`src/verilog/fgc_pkg.sv`:
```
`default_nettype none
package fgc_pkg;
  typedef logic [15:0] fgc_word_type;
  typedef logic [8:0]  fgc_index_type;

  // register indexes; byte address is four times the index
  localparam fgc_index_type IDX_TEMP_GAIN    = 9'h02c;
  localparam fgc_index_type IDX_TEMP_OFFSET  = 9'h02d;
  localparam fgc_index_type IDX_CUR_GAIN     = 9'h02e;
  localparam fgc_index_type IDX_CUR_OFFSET   = 9'h02f;
  localparam fgc_index_type IDX_RTABLE_20    = 9'h032;
  localparam fgc_index_type IDX_EMPTY_AVG    = 9'h036;
  localparam fgc_index_type IDX_NOM_RCOMP    = 9'h038;
  localparam fgc_index_type IDX_TEMP_COEF    = 9'h039;
  localparam fgc_index_type IDX_EMPTY_THR    = 9'h03a;
  localparam fgc_index_type IDX_RTABLE_30    = 9'h042;
  localparam fgc_index_type IDX_TEMP_RESULT  = 9'h050;
  localparam fgc_index_type IDX_CUR_RESULT   = 9'h051;
  localparam fgc_index_type IDX_IRQ_STATUS   = 9'h052;
  localparam fgc_index_type IDX_IRQ_CLEAR    = 9'h053;
  localparam fgc_index_type IDX_IRQ_ENABLE   = 9'h054;
  localparam fgc_index_type IDX_EMPTY_STATE  = 9'h055;

  // values after reset
  localparam fgc_word_type RST_TEMP_GAIN   = 16'h4000;
  localparam fgc_word_type RST_TEMP_OFFSET = 16'h0000;
  localparam fgc_word_type RST_CUR_GAIN    = 16'h4000;
  localparam fgc_word_type RST_CUR_OFFSET  = 16'h0000;
  localparam fgc_word_type RST_RTABLE      = 16'h0000;
  localparam fgc_word_type RST_EMPTY_AVG   = 16'h0000;
  localparam fgc_word_type RST_NOM_RCOMP   = 16'h0000;
  localparam fgc_word_type RST_TEMP_COEF   = 16'h0000;
  // 312 x 10 mV in 15:7, 92 x 40 mV in 6:0
  localparam fgc_word_type RST_EMPTY_THR   = 16'h9c5c;

  // field positions and scaling
  localparam int GAIN_SHIFT     = 14;
  localparam int EMPTY_LSB      = 7;
  localparam int EMPTY_STEP_MV  = 10;
  localparam int RECOV_STEP_MV  = 40;
  localparam int AVG_SHIFT      = 2;
  localparam int TABLE_LO_DEGC  = 20;
  localparam int TABLE_SPAN     = 10;
  localparam int LEARN_MARGIN   = 200;

  // interrupt status bits
  localparam int IRQ_EMPTY   = 0;
  localparam int IRQ_RECOVER = 1;
  localparam int IRQ_LEARN   = 2;
  localparam int IRQ_BITS    = 3;

  typedef enum logic [1:0] {
    FGC_LEARN_NONE   = 2'b00,
    FGC_LEARN_GAIN   = 2'b01,
    FGC_LEARN_OFFSET = 2'b10,
    FGC_LEARN_BOTH   = 2'b11
  } fgc_learn_type;
endpackage : fgc_pkg
`default_nettype wire

```
`src/verilog/fgc_regs.sv`:
```
`default_nettype none
module fgc_regs (
  input  wire logic                 clk_i,
  input  wire logic                 reset_i,
  input  wire logic                 wb_cyc_i,
  input  wire logic                 wb_stb_i,
  input  wire logic                 wb_we_i,
  input  wire logic [10:0]          wb_adr_i,
  input  wire logic [3:0]           wb_sel_i,
  input  wire logic [31:0]          wb_dat_i,
  output logic      [31:0]          wb_dat_o,
  output logic                      wb_ack_o,
  input  wire fgc_pkg::fgc_word_type thermistor_input_reading_i,
  input  wire logic                 temp_sample_i,
  input  wire fgc_pkg::fgc_word_type current_reading_i,
  input  wire logic                 current_sample_i,
  input  wire fgc_pkg::fgc_word_type cell_voltage_i,
  input  wire logic                 voltage_sample_i,
  input  wire fgc_pkg::fgc_word_type learn_delta_i,
  output fgc_pkg::fgc_word_type      temp_result_o,
  output fgc_pkg::fgc_word_type      current_result_o,
  output logic      [7:0]           hot_coefficient_o,
  output logic      [7:0]           cold_coefficient_o,
  output logic      [7:0]           nominal_resistance_comp_field_o,
  output logic                      empty_event_o,
  output fgc_pkg::fgc_learn_type     learn_mode_o,
  output logic                      irq_o
);
  import fgc_pkg::*;

  // signed scaling shared by the temperature and current paths
  function automatic fgc_word_type fgc_scale(input fgc_word_type raw,
                                             input fgc_word_type gain,
                                             input fgc_word_type off);
    logic signed [31:0] prod;
    logic signed [31:0] sum;
    prod = $signed(raw) * $signed(gain);
    sum  = (prod >>> GAIN_SHIFT) + ($signed({{16{off[15]}}, off}) <<< 1);
    return sum[15:0];
  endfunction : fgc_scale

  // byte-lane merge for the 16-bit registers
  function automatic fgc_word_type fgc_merge(input fgc_word_type old,
                                             input logic [31:0] wdat,
                                             input logic [3:0] sel);
    fgc_word_type res;
    res = old;
    if (sel[0]) res[7:0] = wdat[7:0];
    if (sel[1]) res[15:8] = wdat[15:8];
    return res;
  endfunction : fgc_merge

  fgc_word_type         temp_gain_value_r;
  fgc_word_type         temp_offset_value_r;
  fgc_word_type         current_gain_value_r;
  fgc_word_type         current_offset_value_r;
  fgc_word_type         rtable20_r;
  fgc_word_type         rtable30_r;
  fgc_word_type         empty_avg_r;
  logic [7:0]           nom_rcomp_r;
  fgc_word_type         temp_coef_r;
  fgc_word_type         empty_thr_r;
  fgc_word_type         temp_res_r;
  fgc_word_type         cur_res_r;
  logic [IRQ_BITS-1:0]  irq_status_r;
  logic [IRQ_BITS-1:0]  irq_enable_r;
  logic                 armed_r;
  logic                 empty_evt_r;
  fgc_learn_type        learn_mode_r;
  logic                 ack_r;
  logic [31:0]          dat_r;

  // bus decode
  wire fgc_index_type   idx       = wb_adr_i[10:2];
  wire                  req       = wb_cyc_i & wb_stb_i;
  wire                  commit    = req & ack_r & wb_we_i;
  wire                  wr_temp_gain_value  = commit & (idx == IDX_TEMP_GAIN);
  wire                  wr_temp_offset_value   = commit & (idx == IDX_TEMP_OFFSET);
  wire                  wr_current_gain_value  = commit & (idx == IDX_CUR_GAIN);
  wire                  wr_current_offset_value   = commit & (idx == IDX_CUR_OFFSET);
  wire                  wr_tab20  = commit & (idx == IDX_RTABLE_20);
  wire                  wr_tab30  = commit & (idx == IDX_RTABLE_30);
  wire                  wr_avg    = commit & (idx == IDX_EMPTY_AVG);
  wire                  wr_rcomp  = commit & (idx == IDX_NOM_RCOMP);
  wire                  wr_tcoef  = commit & (idx == IDX_TEMP_COEF);
  wire                  wr_thr    = commit & (idx == IDX_EMPTY_THR);
  wire                  wr_clr    = commit & (idx == IDX_IRQ_CLEAR);
  wire                  wr_en     = commit & (idx == IDX_IRQ_ENABLE);

  // empty detection thresholds in mV
  wire fgc_word_type    empty_mv   =
    16'(empty_thr_r[15:EMPTY_LSB] * EMPTY_STEP_MV);
  wire fgc_word_type    recover_mv =
    16'(empty_thr_r[EMPTY_LSB-1:0] * RECOV_STEP_MV);
  wire                  below_empty  = cell_voltage_i < empty_mv;
  wire                  above_recov  = cell_voltage_i > recover_mv;
  // detection is one-shot until the cell recovers
  wire                  empty_hit   = voltage_sample_i & armed_r &
                                      below_empty;
  wire                  recover_hit = voltage_sample_i & ~armed_r &
                                      above_recov;

  // running average pivot and learn direction
  wire signed [16:0]    cur_diff  = $signed({cur_res_r[15], cur_res_r}) -
                                    $signed({empty_avg_r[15], empty_avg_r});
  wire fgc_word_type    avg_nxt   =
    16'($signed(empty_avg_r) + (cur_diff >>> AVG_SHIFT));
  wire fgc_learn_type   learn_nxt =
    (cur_diff >  17'sd200) ? FGC_LEARN_GAIN :
    (cur_diff < -17'sd200) ? FGC_LEARN_OFFSET :
                             FGC_LEARN_BOTH;

  // split the learn correction between the 20 and 30 degree entries
  wire signed [7:0]     temp_degc = $signed(temp_res_r[15:8]);
  wire signed [31:0]    weight    =
    (temp_degc <= 8'sd20) ? 32'sd0 :
    (temp_degc >= 8'sd30) ? 32'sd10 :
                            32'(temp_degc) - 32'sd20;
  wire signed [31:0]    delta     = 32'($signed(learn_delta_i));
  wire signed [31:0]    part30    = (delta * weight) / 32'sd10;
  wire signed [31:0]    part20    = delta - part30;
  wire fgc_word_type    tab20_nxt = rtable20_r + part20[15:0];
  wire fgc_word_type    tab30_nxt = rtable30_r + part30[15:0];

  // interrupt events; a set in the clearing cycle survives
  wire [IRQ_BITS-1:0]   irq_set   = {empty_hit, recover_hit, empty_hit};
  wire [IRQ_BITS-1:0]   irq_clr   = wr_clr ? wb_dat_i[IRQ_BITS-1:0] :
                                             '0;
  wire [IRQ_BITS-1:0]   irq_nxt   = (irq_status_r & ~irq_clr) | irq_set;

  // read mux; unmapped addresses read zero and still get ack
  fgc_word_type         rd_word;
  always_comb begin
    case (idx)
      IDX_TEMP_GAIN:   rd_word = temp_gain_value_r;
      IDX_TEMP_OFFSET: rd_word = temp_offset_value_r;
      IDX_CUR_GAIN:    rd_word = current_gain_value_r;
      IDX_CUR_OFFSET:  rd_word = current_offset_value_r;
      IDX_RTABLE_20:   rd_word = rtable20_r;
      IDX_RTABLE_30:   rd_word = rtable30_r;
      IDX_EMPTY_AVG:   rd_word = empty_avg_r;
      IDX_NOM_RCOMP:   rd_word = {8'h00, nom_rcomp_r};
      IDX_TEMP_COEF:   rd_word = temp_coef_r;
      IDX_EMPTY_THR:   rd_word = empty_thr_r;
      IDX_TEMP_RESULT: rd_word = temp_res_r;
      IDX_CUR_RESULT:  rd_word = cur_res_r;
      IDX_IRQ_STATUS:  rd_word = 16'(irq_status_r);
      IDX_IRQ_ENABLE:  rd_word = 16'(irq_enable_r);
      IDX_EMPTY_STATE: rd_word = {13'h0000, learn_mode_r, armed_r};
      default:         rd_word = 16'h0000;
    endcase
  end

  always_ff @(posedge clk_i) begin
    if (reset_i) begin
      ack_r <= 1'b0;
      dat_r <= 32'h0000_0000;
    end else begin
      ack_r <= req & ~ack_r;
      dat_r <= {16'h0000, rd_word};
    end
  end

  // software writes have priority over learn updates of the same word
  always_ff @(posedge clk_i) begin
    if (reset_i) begin
      temp_gain_value_r      <= RST_TEMP_GAIN;
      temp_offset_value_r    <= RST_TEMP_OFFSET;
      current_gain_value_r   <= RST_CUR_GAIN;
      current_offset_value_r <= RST_CUR_OFFSET;
      nom_rcomp_r            <= RST_NOM_RCOMP[7:0];
      temp_coef_r            <= RST_TEMP_COEF;
      empty_thr_r            <= RST_EMPTY_THR;
    end else begin
      if (wr_temp_gain_value) temp_gain_value_r <= fgc_merge(temp_gain_value_r,
                                                   wb_dat_i, wb_sel_i);
      if (wr_temp_offset_value) temp_offset_value_r <= fgc_merge(temp_offset_value_r,
                                                    wb_dat_i, wb_sel_i);
      if (wr_current_gain_value) current_gain_value_r <= fgc_merge(current_gain_value_r,
                                                      wb_dat_i, wb_sel_i);
      if (wr_current_offset_value) current_offset_value_r <= fgc_merge(
                     current_offset_value_r, wb_dat_i, wb_sel_i);
      if (wr_rcomp && wb_sel_i[0]) nom_rcomp_r <= wb_dat_i[7:0];
      if (wr_tcoef) temp_coef_r <= fgc_merge(temp_coef_r, wb_dat_i,
                                             wb_sel_i);
      if (wr_thr) empty_thr_r <= fgc_merge(empty_thr_r, wb_dat_i, wb_sel_i);
    end
  end

  always_ff @(posedge clk_i) begin
    if (reset_i) begin
      rtable20_r  <= RST_RTABLE;
      rtable30_r  <= RST_RTABLE;
      empty_avg_r <= RST_EMPTY_AVG;
    end else begin
      if (wr_tab20) rtable20_r <= fgc_merge(rtable20_r, wb_dat_i, wb_sel_i);
      else if (empty_hit) rtable20_r <= tab20_nxt;
      if (wr_tab30) rtable30_r <= fgc_merge(rtable30_r, wb_dat_i, wb_sel_i);
      else if (empty_hit) rtable30_r <= tab30_nxt;
      if (wr_avg) empty_avg_r <= fgc_merge(empty_avg_r, wb_dat_i, wb_sel_i);
      else if (empty_hit) empty_avg_r <= avg_nxt;
    end
  end

  // conversion results, one cycle after the sample strobe
  always_ff @(posedge clk_i) begin
    if (reset_i) begin
      temp_res_r <= 16'h0000;
      cur_res_r  <= 16'h0000;
    end else begin
      if (temp_sample_i)
        temp_res_r <= fgc_scale(thermistor_input_reading_i,
                                temp_gain_value_r,
                                temp_offset_value_r);
      if (current_sample_i)
        cur_res_r <= fgc_scale(current_reading_i, current_gain_value_r,
                               current_offset_value_r);
    end
  end

  always_ff @(posedge clk_i) begin
    if (reset_i) begin
      armed_r      <= 1'b1;
      empty_evt_r  <= 1'b0;
      learn_mode_r <= FGC_LEARN_NONE;
      irq_status_r <= '0;
      irq_enable_r <= '0;
    end else begin
      if (empty_hit) armed_r <= 1'b0;
      else if (recover_hit) armed_r <= 1'b1;
      empty_evt_r <= empty_hit;
      if (empty_hit) learn_mode_r <= learn_nxt;
      irq_status_r <= irq_nxt;
      if (wr_en && wb_sel_i[0]) irq_enable_r <= wb_dat_i[IRQ_BITS-1:0];
    end
  end

  assign wb_ack_o                        = ack_r;
  assign wb_dat_o                        = dat_r;
  assign temp_result_o                   = temp_res_r;
  assign current_result_o                = cur_res_r;
  assign hot_coefficient_o               = temp_coef_r[15:8];
  assign cold_coefficient_o              = temp_coef_r[7:0];
  assign nominal_resistance_comp_field_o = nom_rcomp_r;
  assign empty_event_o                   = empty_evt_r;
  assign learn_mode_o                    = learn_mode_r;
  assign irq_o                           = |(irq_status_r & irq_enable_r);
endmodule : fgc_regs
`default_nettype wire
```
`config.mk`:
```
export PLATFORM = sky130hd
export DESIGN_NAME = fgc_regs
export DESIGN_NICKNAME = d
export VERILOG_FILES = /design/src/verilog/fgc_pkg.sv /design/src/verilog/fgc_regs.sv
export SDC_FILE = /design/constraint.sdc
export NUM_CORES = 2
export LEC_CHECK = 0
export BUFFER_PORTS_ARGS = -buffer_cell sky130_fd_sc_hd__buf_2
export CORE_ASPECT_RATIO = 1.25
export CORE_MARGIN = 10
export CORE_UTILIZATION = 25
export DETAILED_ROUTE_END_ITERATION = 16
export PLACE_DENSITY = 0.43
export SYNTH_ARGS = -nofsm -noshare
export SYNTH_HDL_FRONTEND = slang
export SYNTH_SLANG_ARGS = --single-unit
```
`constraint.sdc`:
```
create_clock -name clk_i -period 25.6 [get_ports clk_i]
set_input_delay 3.84 -clock clk_i [delete_from_list [all_inputs] [get_ports clk_i]]
set_output_delay 3.84 -clock clk_i [all_outputs]
set_load 0.05 [all_outputs]
```
# Yosys cells after proc, flatten, opt, wreduce, memory -nomap -nowiden
# Index checks and enable logic that the tools add are counted.
[op_classes]
order_cmp = 6
addsub = 8
n_bitwise = 26
n_mux = 16
eq_ne = 22
n_mul = 5
n_reduce_logical = 25
div = 1
[op_table]
columns = ["operator", "count"]
rows = [
  ["case mux 16 bit (15 select lines)", 1],
  ["two-way mux 16 bit", 6],
  ["equality test 9 x 6 -> 1 bit (second input constant)", 9],
  ["adder 16 bit", 4],
  ["two-way mux 32 bit", 2],
  ["equality test 9 x 7 -> 1 bit (second input constant)", 7],
  ["multiplier 16 x 16 -> 30 bit", 2],
  ["AND reduction 2 bit", 18],
  ["divider 32 x 5 -> 32 bit (second input constant)", 1],
  ["multiplier 16 x 32 -> 32 bit", 1],
  ["bitwise AND 1 bit", 20],
  ["> comparator 17 x 9 -> 1 bit (second input constant)", 1],
  ["< comparator 17 x 9 -> 1 bit (second input constant)", 1],
  ["subtractor 16 x 16 -> 17 bit", 1],
  ["adder 16 x 15 -> 16 bit", 1],
  ["> comparator 16 x 13 -> 1 bit", 1],
  ["< comparator 16 x 13 -> 1 bit", 1],
  ["two-way mux 8 bit", 2],
  ["subtractor 16 bit", 1],
  ["multiplier 9 x 3 -> 12 bit (second input constant)", 1],
  ["inequality test 2 bit (second input constant)", 6],
  ["multiplier 7 x 3 -> 10 bit (second input constant)", 1],
  ["subtractor 8 x 6 -> 9 bit (second input constant)", 1],
  [">= comparator 8 x 6 -> 1 bit (second input constant)", 1],
  ["11 further kinds", 19],
]
[totals]
out_inout_bits = 93
inputBits = 119
word_cells = 138
regBits = 227

# Longest topological paths before layout
[logic_depth]
word_depth = 9
mapped_depth = 99
mapped_depth_nobuf = 88

# Worst setup path before layout
# No wires, ideal clock.
[synth_timing]
path_type = "input to register"
from = "input learn_delta_i[3]"
to = "register rtable20_r[15]"
stages = 82
required_time_ps = 25464
path_buffers = 4
setup_time_ps = 136
t_arrival_ps = 23128
slack_ps = 2337
path_cell_list = "and2_1 -> fa_1 -> inv_1 -> fa_1 -> inv_1 -> fa_1 -> fa_1 -> fa_1 -> inv_1 -> fa_1 -> inv_1 -> ha_1 -> buf_2 -> a21oi_1 -> o21ai_0 -> a21o_1 -> or3_1 -> a222oi_1 -> (+46 left out) -> a21o_1 -> a21oi_1 -> o21ai_0 -> a21oi_1 -> o21ai_0 -> a21oi_1 -> o21bai_1 -> a21oi_1 -> o21bai_1 -> a21oi_1 -> o21bai_1 -> a21oi_1 -> o21bai_1 -> a21oi_1 -> xnor2_1 -> xnor2_1 -> xnor2_1 -> a211oi_1"
[synth_via]
elab_chain_len = 6
[synth_rtl]
columns = ["item", "line_no", "source"]
rows = [
  ["from (decl)", "fgc_regs.sv:19", "input wire fgc_pkg::fgc_word_type learn_delta_i,"],
  ["multiplier 16 x 32 -> 32 bit", "fgc_regs.sv:120", "wire signed [31:0] part30 = (delta * weight) / 32'sd10;"],
  ["divider 32 x 5 -> 32 bit", "fgc_regs.sv:120", ""],
  ["subtractor 16 bit (*)", "fgc_regs.sv:121", "wire signed [31:0] part20 = delta - part30;"],
  ["adder 16 bit (*)", "fgc_regs.sv:122", "wire fgc_word_type tab20_nxt = rtable20_r + part20[15:0];"],
  ["two-way mux 16 bit (*)", "fgc_regs.sv:197", "else if (empty_hit) rtable20_r <= tab20_nxt;"],
  ["two-way mux 16 bit (*)", "fgc_regs.sv:196", "if (wr_tab20) rtable20_r <= fgc_merge(rtable20_r, wb_dat_i, wb_sel_i);"],
  ["to (signal assigned)", "fgc_regs.sv:196", ""],
  ["to (signal assigned)", "fgc_regs.sv:197", ""],
  ["to (decl)", "fgc_regs.sv:57", "fgc_word_type rtable20_r;"],
]
# Mark *: on every way between the ends. The rest lies on a longest branch, timed or not. The select of a mux whose other input is x is not followed.
# A chain may end at the register's enable or synchronous reset.

# Worst setup path after layout
[layout_timing]
from = "input learn_delta_i[4]"
to = "register rtable20_r[15]"
# Same word-level chain as after synthesis.

==> flow_metrics.py <==
metrics = {
    "detailed_routing": {
        "routedWlPerCell_um": 18.99,
        "firstDrtPassIters": 8,
        "num_vias": 37970,
        "ant_nets": 0,
        "via_per_inst": 4.722,
        "drc": 0,
        "drtIter0Drc": 2212,
        "finalWirelength_um": 152700,
    },
    "worst_setup_path": {
        "cp.required_ns": 26.00,
        "cp-start-kind": "primary input",
        "timing.critical_path.buf_inv": 16,
        "cp_top_family": "compound AO/OA/AOI/OAI gates",
        "crit_type": "in2reg",
        "crit_fanout": 9,
        "cp_common_cell": "a21oi_1",
        "worst_setup_path_end_kind": "flip-flop",
        "critPathMaxStageDelay_ns": 0.68,
        "critPathSlowestCell": "or4_1",
        "cp.arrival_ns": 24.73,
    },
    "sta": {
        "hold_viol": 0,
        "fmax_ghz": 0.04109,
        "finalMaxSlewViolations": 0,
        "skew_ns": 0.01947,
        "rsz0062_at_grt": "false",
        "relSlewSlack_pct": 22.96,
        "timing.hold.ws_ns": 0.4630,
        "fin_crit_ns": 24.34,
        "setup_total_negative_slack_ns": 0,
        "finalSetupViolations": 0,
        "worst_pin_slew_ns": 1.147,
        "period_share_pct": 95.07,
    },
    "cts": {
        "clkSlewWorstSetupHoldPaths_ns": 0.06,
        "root_buffer": "clkbuf_16",
        "cts_buffers": 27,
        "cts_tree": "done",
        "htreeDepth": 1,
        "cts.sinks": 211,
        "clock_latency_ns": 0.57,
        "cts_max_path_buffers": 3,
        "cts_hold_buffers": 0,
    },
    "floorplanning": {
        "dieArea_mm2": 0.1969,
        "boundaryPins": 212,
        "rows": 173,
        "start_util_pct": 25.18,
        "die_h_um": 493.6,
        "core_mm2": 0.1781,
        "die_x_um": 398.9,
    },
    "cells_and_area": {
        "final_cell_area_mm2": 0.05158,
        "layout-drive-gt1-share_pct": 11.87,
        "syn_to_final_growth_pct": 15.00,
        "final_nets": 6835,
    },
    "global_routing": {
        "grt_usage_pct": 15.27,
        "antenna_found_initial": 11,
        "grt_pass1_wl_um": 238100,
        "grt-ovfl-total": 0,
        "grt_pass1_vias": 39870,
        "grt_start_max_net_pins": 111,
    },
    "yosys": {
        "yosysSeqAreaShare_pct": 9.416,
        "ys_types": 118,
        "avgSynthCellArea_um2": 8.440,
        "synth.cell_area_mm2": 0.04486,
        "async_flop_share_pct": 0,
        "synth_flop_cell": "dfxtp_1",
        "ys_warn_count": 0,
        "postSynthCellCount": 5315,
        "synth_edf_count": 0,
        "synth-seq-cells": 211,
    },
    "placement": {
        "port_buffers": 175,
        "gp_congestion": 0.8707,
        "hpwl_um": 126100,
        "placed_area_mm2": 0.05033,
    },
    "worst_hold_path": {
        "hold_path.class": "reg2reg",
    },
    "job": {
        "max_cap_viol_count": 0,
    },
    "outcome": {
        "outcome": "finished, final reports clean",
    },
}
==> flip-flops by register name, indices dropped and copies added (netlist names), 16 cells and up <==
register	flops
current_gain_value_r	16
current_offset_value_r	16
current_result_o	16
empty_avg_r	16
empty_thr_r	16
rtable20_r	16
rtable30_r	16
temp_coef_r	16
temp_gain_value_r	16
temp_offset_value_r	16
temp_result_o	16
wb_dat_o	16
==> worst reg2reg max path: cells and delay by family (launching register included) <==
kind / cells / cell delay (ns)
xor gates and xnor gates: 4 / 0.67
buffers and inverters: 17 / 2.64
muxes: 2 / 0.28
AOI/OAI and AO/OA: 42 / 9.55
adders and majority gates: 11 / 4.79
DFF: 1 / 0.30
and+or+nand+nor: 18 / 5.25
==> logic make-up after synthesis <==
group	synth area share (%)
AND/OR/NAND/NOR	17.75
buffers and inverters	9.380
multiplexers	2.892
other	0.01674
AO/OA/AOI/OAI	14.77
XOR/XNOR	4.477
flip-flops	9.416
adder cells (fa/ha/maj)	41.29
==> area by class of cell <==
| type | count | area (um^2) |
|---|---|---|
| fillers | 19230 | 126600 |
| multi-input cells | 4055 | 36810 |
| flip-flops and latches | 211 | 4224 |
| repair buffers | 510 | 3397 |
| inverters | 850 | 3194 |
| well taps | 2362 | 2955 |
| clock buffers | 32 | 734.5 |
| clock inverters | 18 | 260.3 |
| diodes | 4 | 10.01 |
==> Yosys cell counts, drive strengths merged, types with 12 or more instances <==
| master | number | area share (%) |
|---|---|---|
| a2111oi | 15 | 0.37 |
| a211o | 20 | 0.39 |
| a211oi | 62 | 1.1 |
| a21o | 54 | 0.90 |
| a21oi | 255 | 2.9 |
| a221oi | 37 | 0.76 |
| a222oi | 12 | 0.27 |
| a22o | 14 | 0.27 |
| a22oi | 28 | 0.47 |
| a31oi | 37 | 0.53 |
| and2 | 293 | 4.1 |
| and3 | 15 | 0.21 |
| buf | 56 | 0.69 |
| clkbuf | 188 | 1.6 |
| dfxtp | 211 | 9.4 |
| fa | 695 | 31 |
| ha | 366 | 10 |
| inv | 850 | 7.1 |
| mux2i | 124 | 2.8 |
| nand2 | 578 | 4.8 |
| nand2b | 53 | 0.76 |
| nand3 | 47 | 0.54 |
| nand4 | 42 | 0.61 |
| nor2 | 351 | 2.9 |
| nor2b | 36 | 0.50 |
| nor3 | 113 | 1.3 |
| nor4 | 35 | 0.54 |
| o211ai | 24 | 0.40 |
| o21a | 49 | 0.82 |
| o21ai | 152 | 1.7 |
| o21bai | 45 | 0.75 |
| o22ai | 17 | 0.25 |
| o31ai | 17 | 0.32 |
| or2 | 13 | 0.18 |
| or3 | 23 | 0.39 |
| xnor2 | 160 | 3.2 |
| xor2 | 65 | 1.3 |
==> through the flow <==
step	setup slack, ns	util [%]	std cells
2_1_floorplan	2.337	-	5359
3_3_place_gp	0.2919	28.25	7978
3_5_place_dp	0.2809	28.25	7978
4_1_cts	0.8369	28.81	8028
5_1_grt	0.02849	28.95	8038
6_report	1.262	28.96	8042
==> routing by layer <==
metal  part of all wire [%]  up-vias  track usage [%]  wire length (um)
li1                       -    18090                -                 -
met1                     44    18880            19.76             66600
met2                     49      810            27.14             75570
met3                    4.5      182            1.669              6819
met4                    2.4       12            3.197              3653
met5                  0.052        -                0                79
==> worst paths after layout <==
path / startpoint / end / slack [ns] / cells past startpoint
setup reg to reg: temp_result_o[15] / rtable20_r[15] / 2.01 / 94
hold reg to reg: current_offset_value_r[15] / current_offset_value_r[15] / 0.46 / 2
setup / recovery: learn_delta_i[4] / rtable20_r[15] / 1.26 / 90
hold / removal: current_offset_value_r[15] / current_offset_value_r[15] / 0.46 / 2
==> repair_timing <==
item                       CTS  global route
setup buffers                0             9
setup endpoints to repair    0             7
resized for setup            0            36
==> cells in the final DEF, fill, tap and decap left out, types with 15 or more instances in the layout <==
cell / synthesis / routed
nand2_1: 578 / 576
nor3_1: 107 / 102
a31oi_1: 36 / 34
o21ai_0: 135 / 134
o21a_1: 49 / 49
o21bai_1: 45 / 45
conb_1: 2 / 46
xnor2_1: 158 / 157
nand3_1: 46 / 45
mux2i_1: 124 / 123
dfxtp_1: 211 / 211
and3_1: 15 / 15
and2_1: 290 / 290
a21o_1: 54 / 54
nand4_1: 40 / 40
nand2b_1: 52 / 52
o211ai_1: 24 / 24
a21oi_1: 250 / 248
or3_1: 17 / 17
nor2_1: 349 / 349
xor2_1: 65 / 65
o22ai_1: 16 / 16
nor2b_1: 36 / 36
inv_1: 850 / 849
o31ai_1: 16 / 15
a211oi_1: 55 / 54
clkbuf_16: 0 / 27
fa_1: 695 / 694
ha_1: 366 / 366
buf_2: 18 / 174
a22oi_1: 28 / 27
nor4_1: 33 / 28
buf_4: 19 / 335
a211o_1: 20 / 20
a221oi_1: 34 / 34
Power is left out: the tool's default activity adds up to more than one toggle a clock period on the data nets, which glitch-free logic cannot reach.
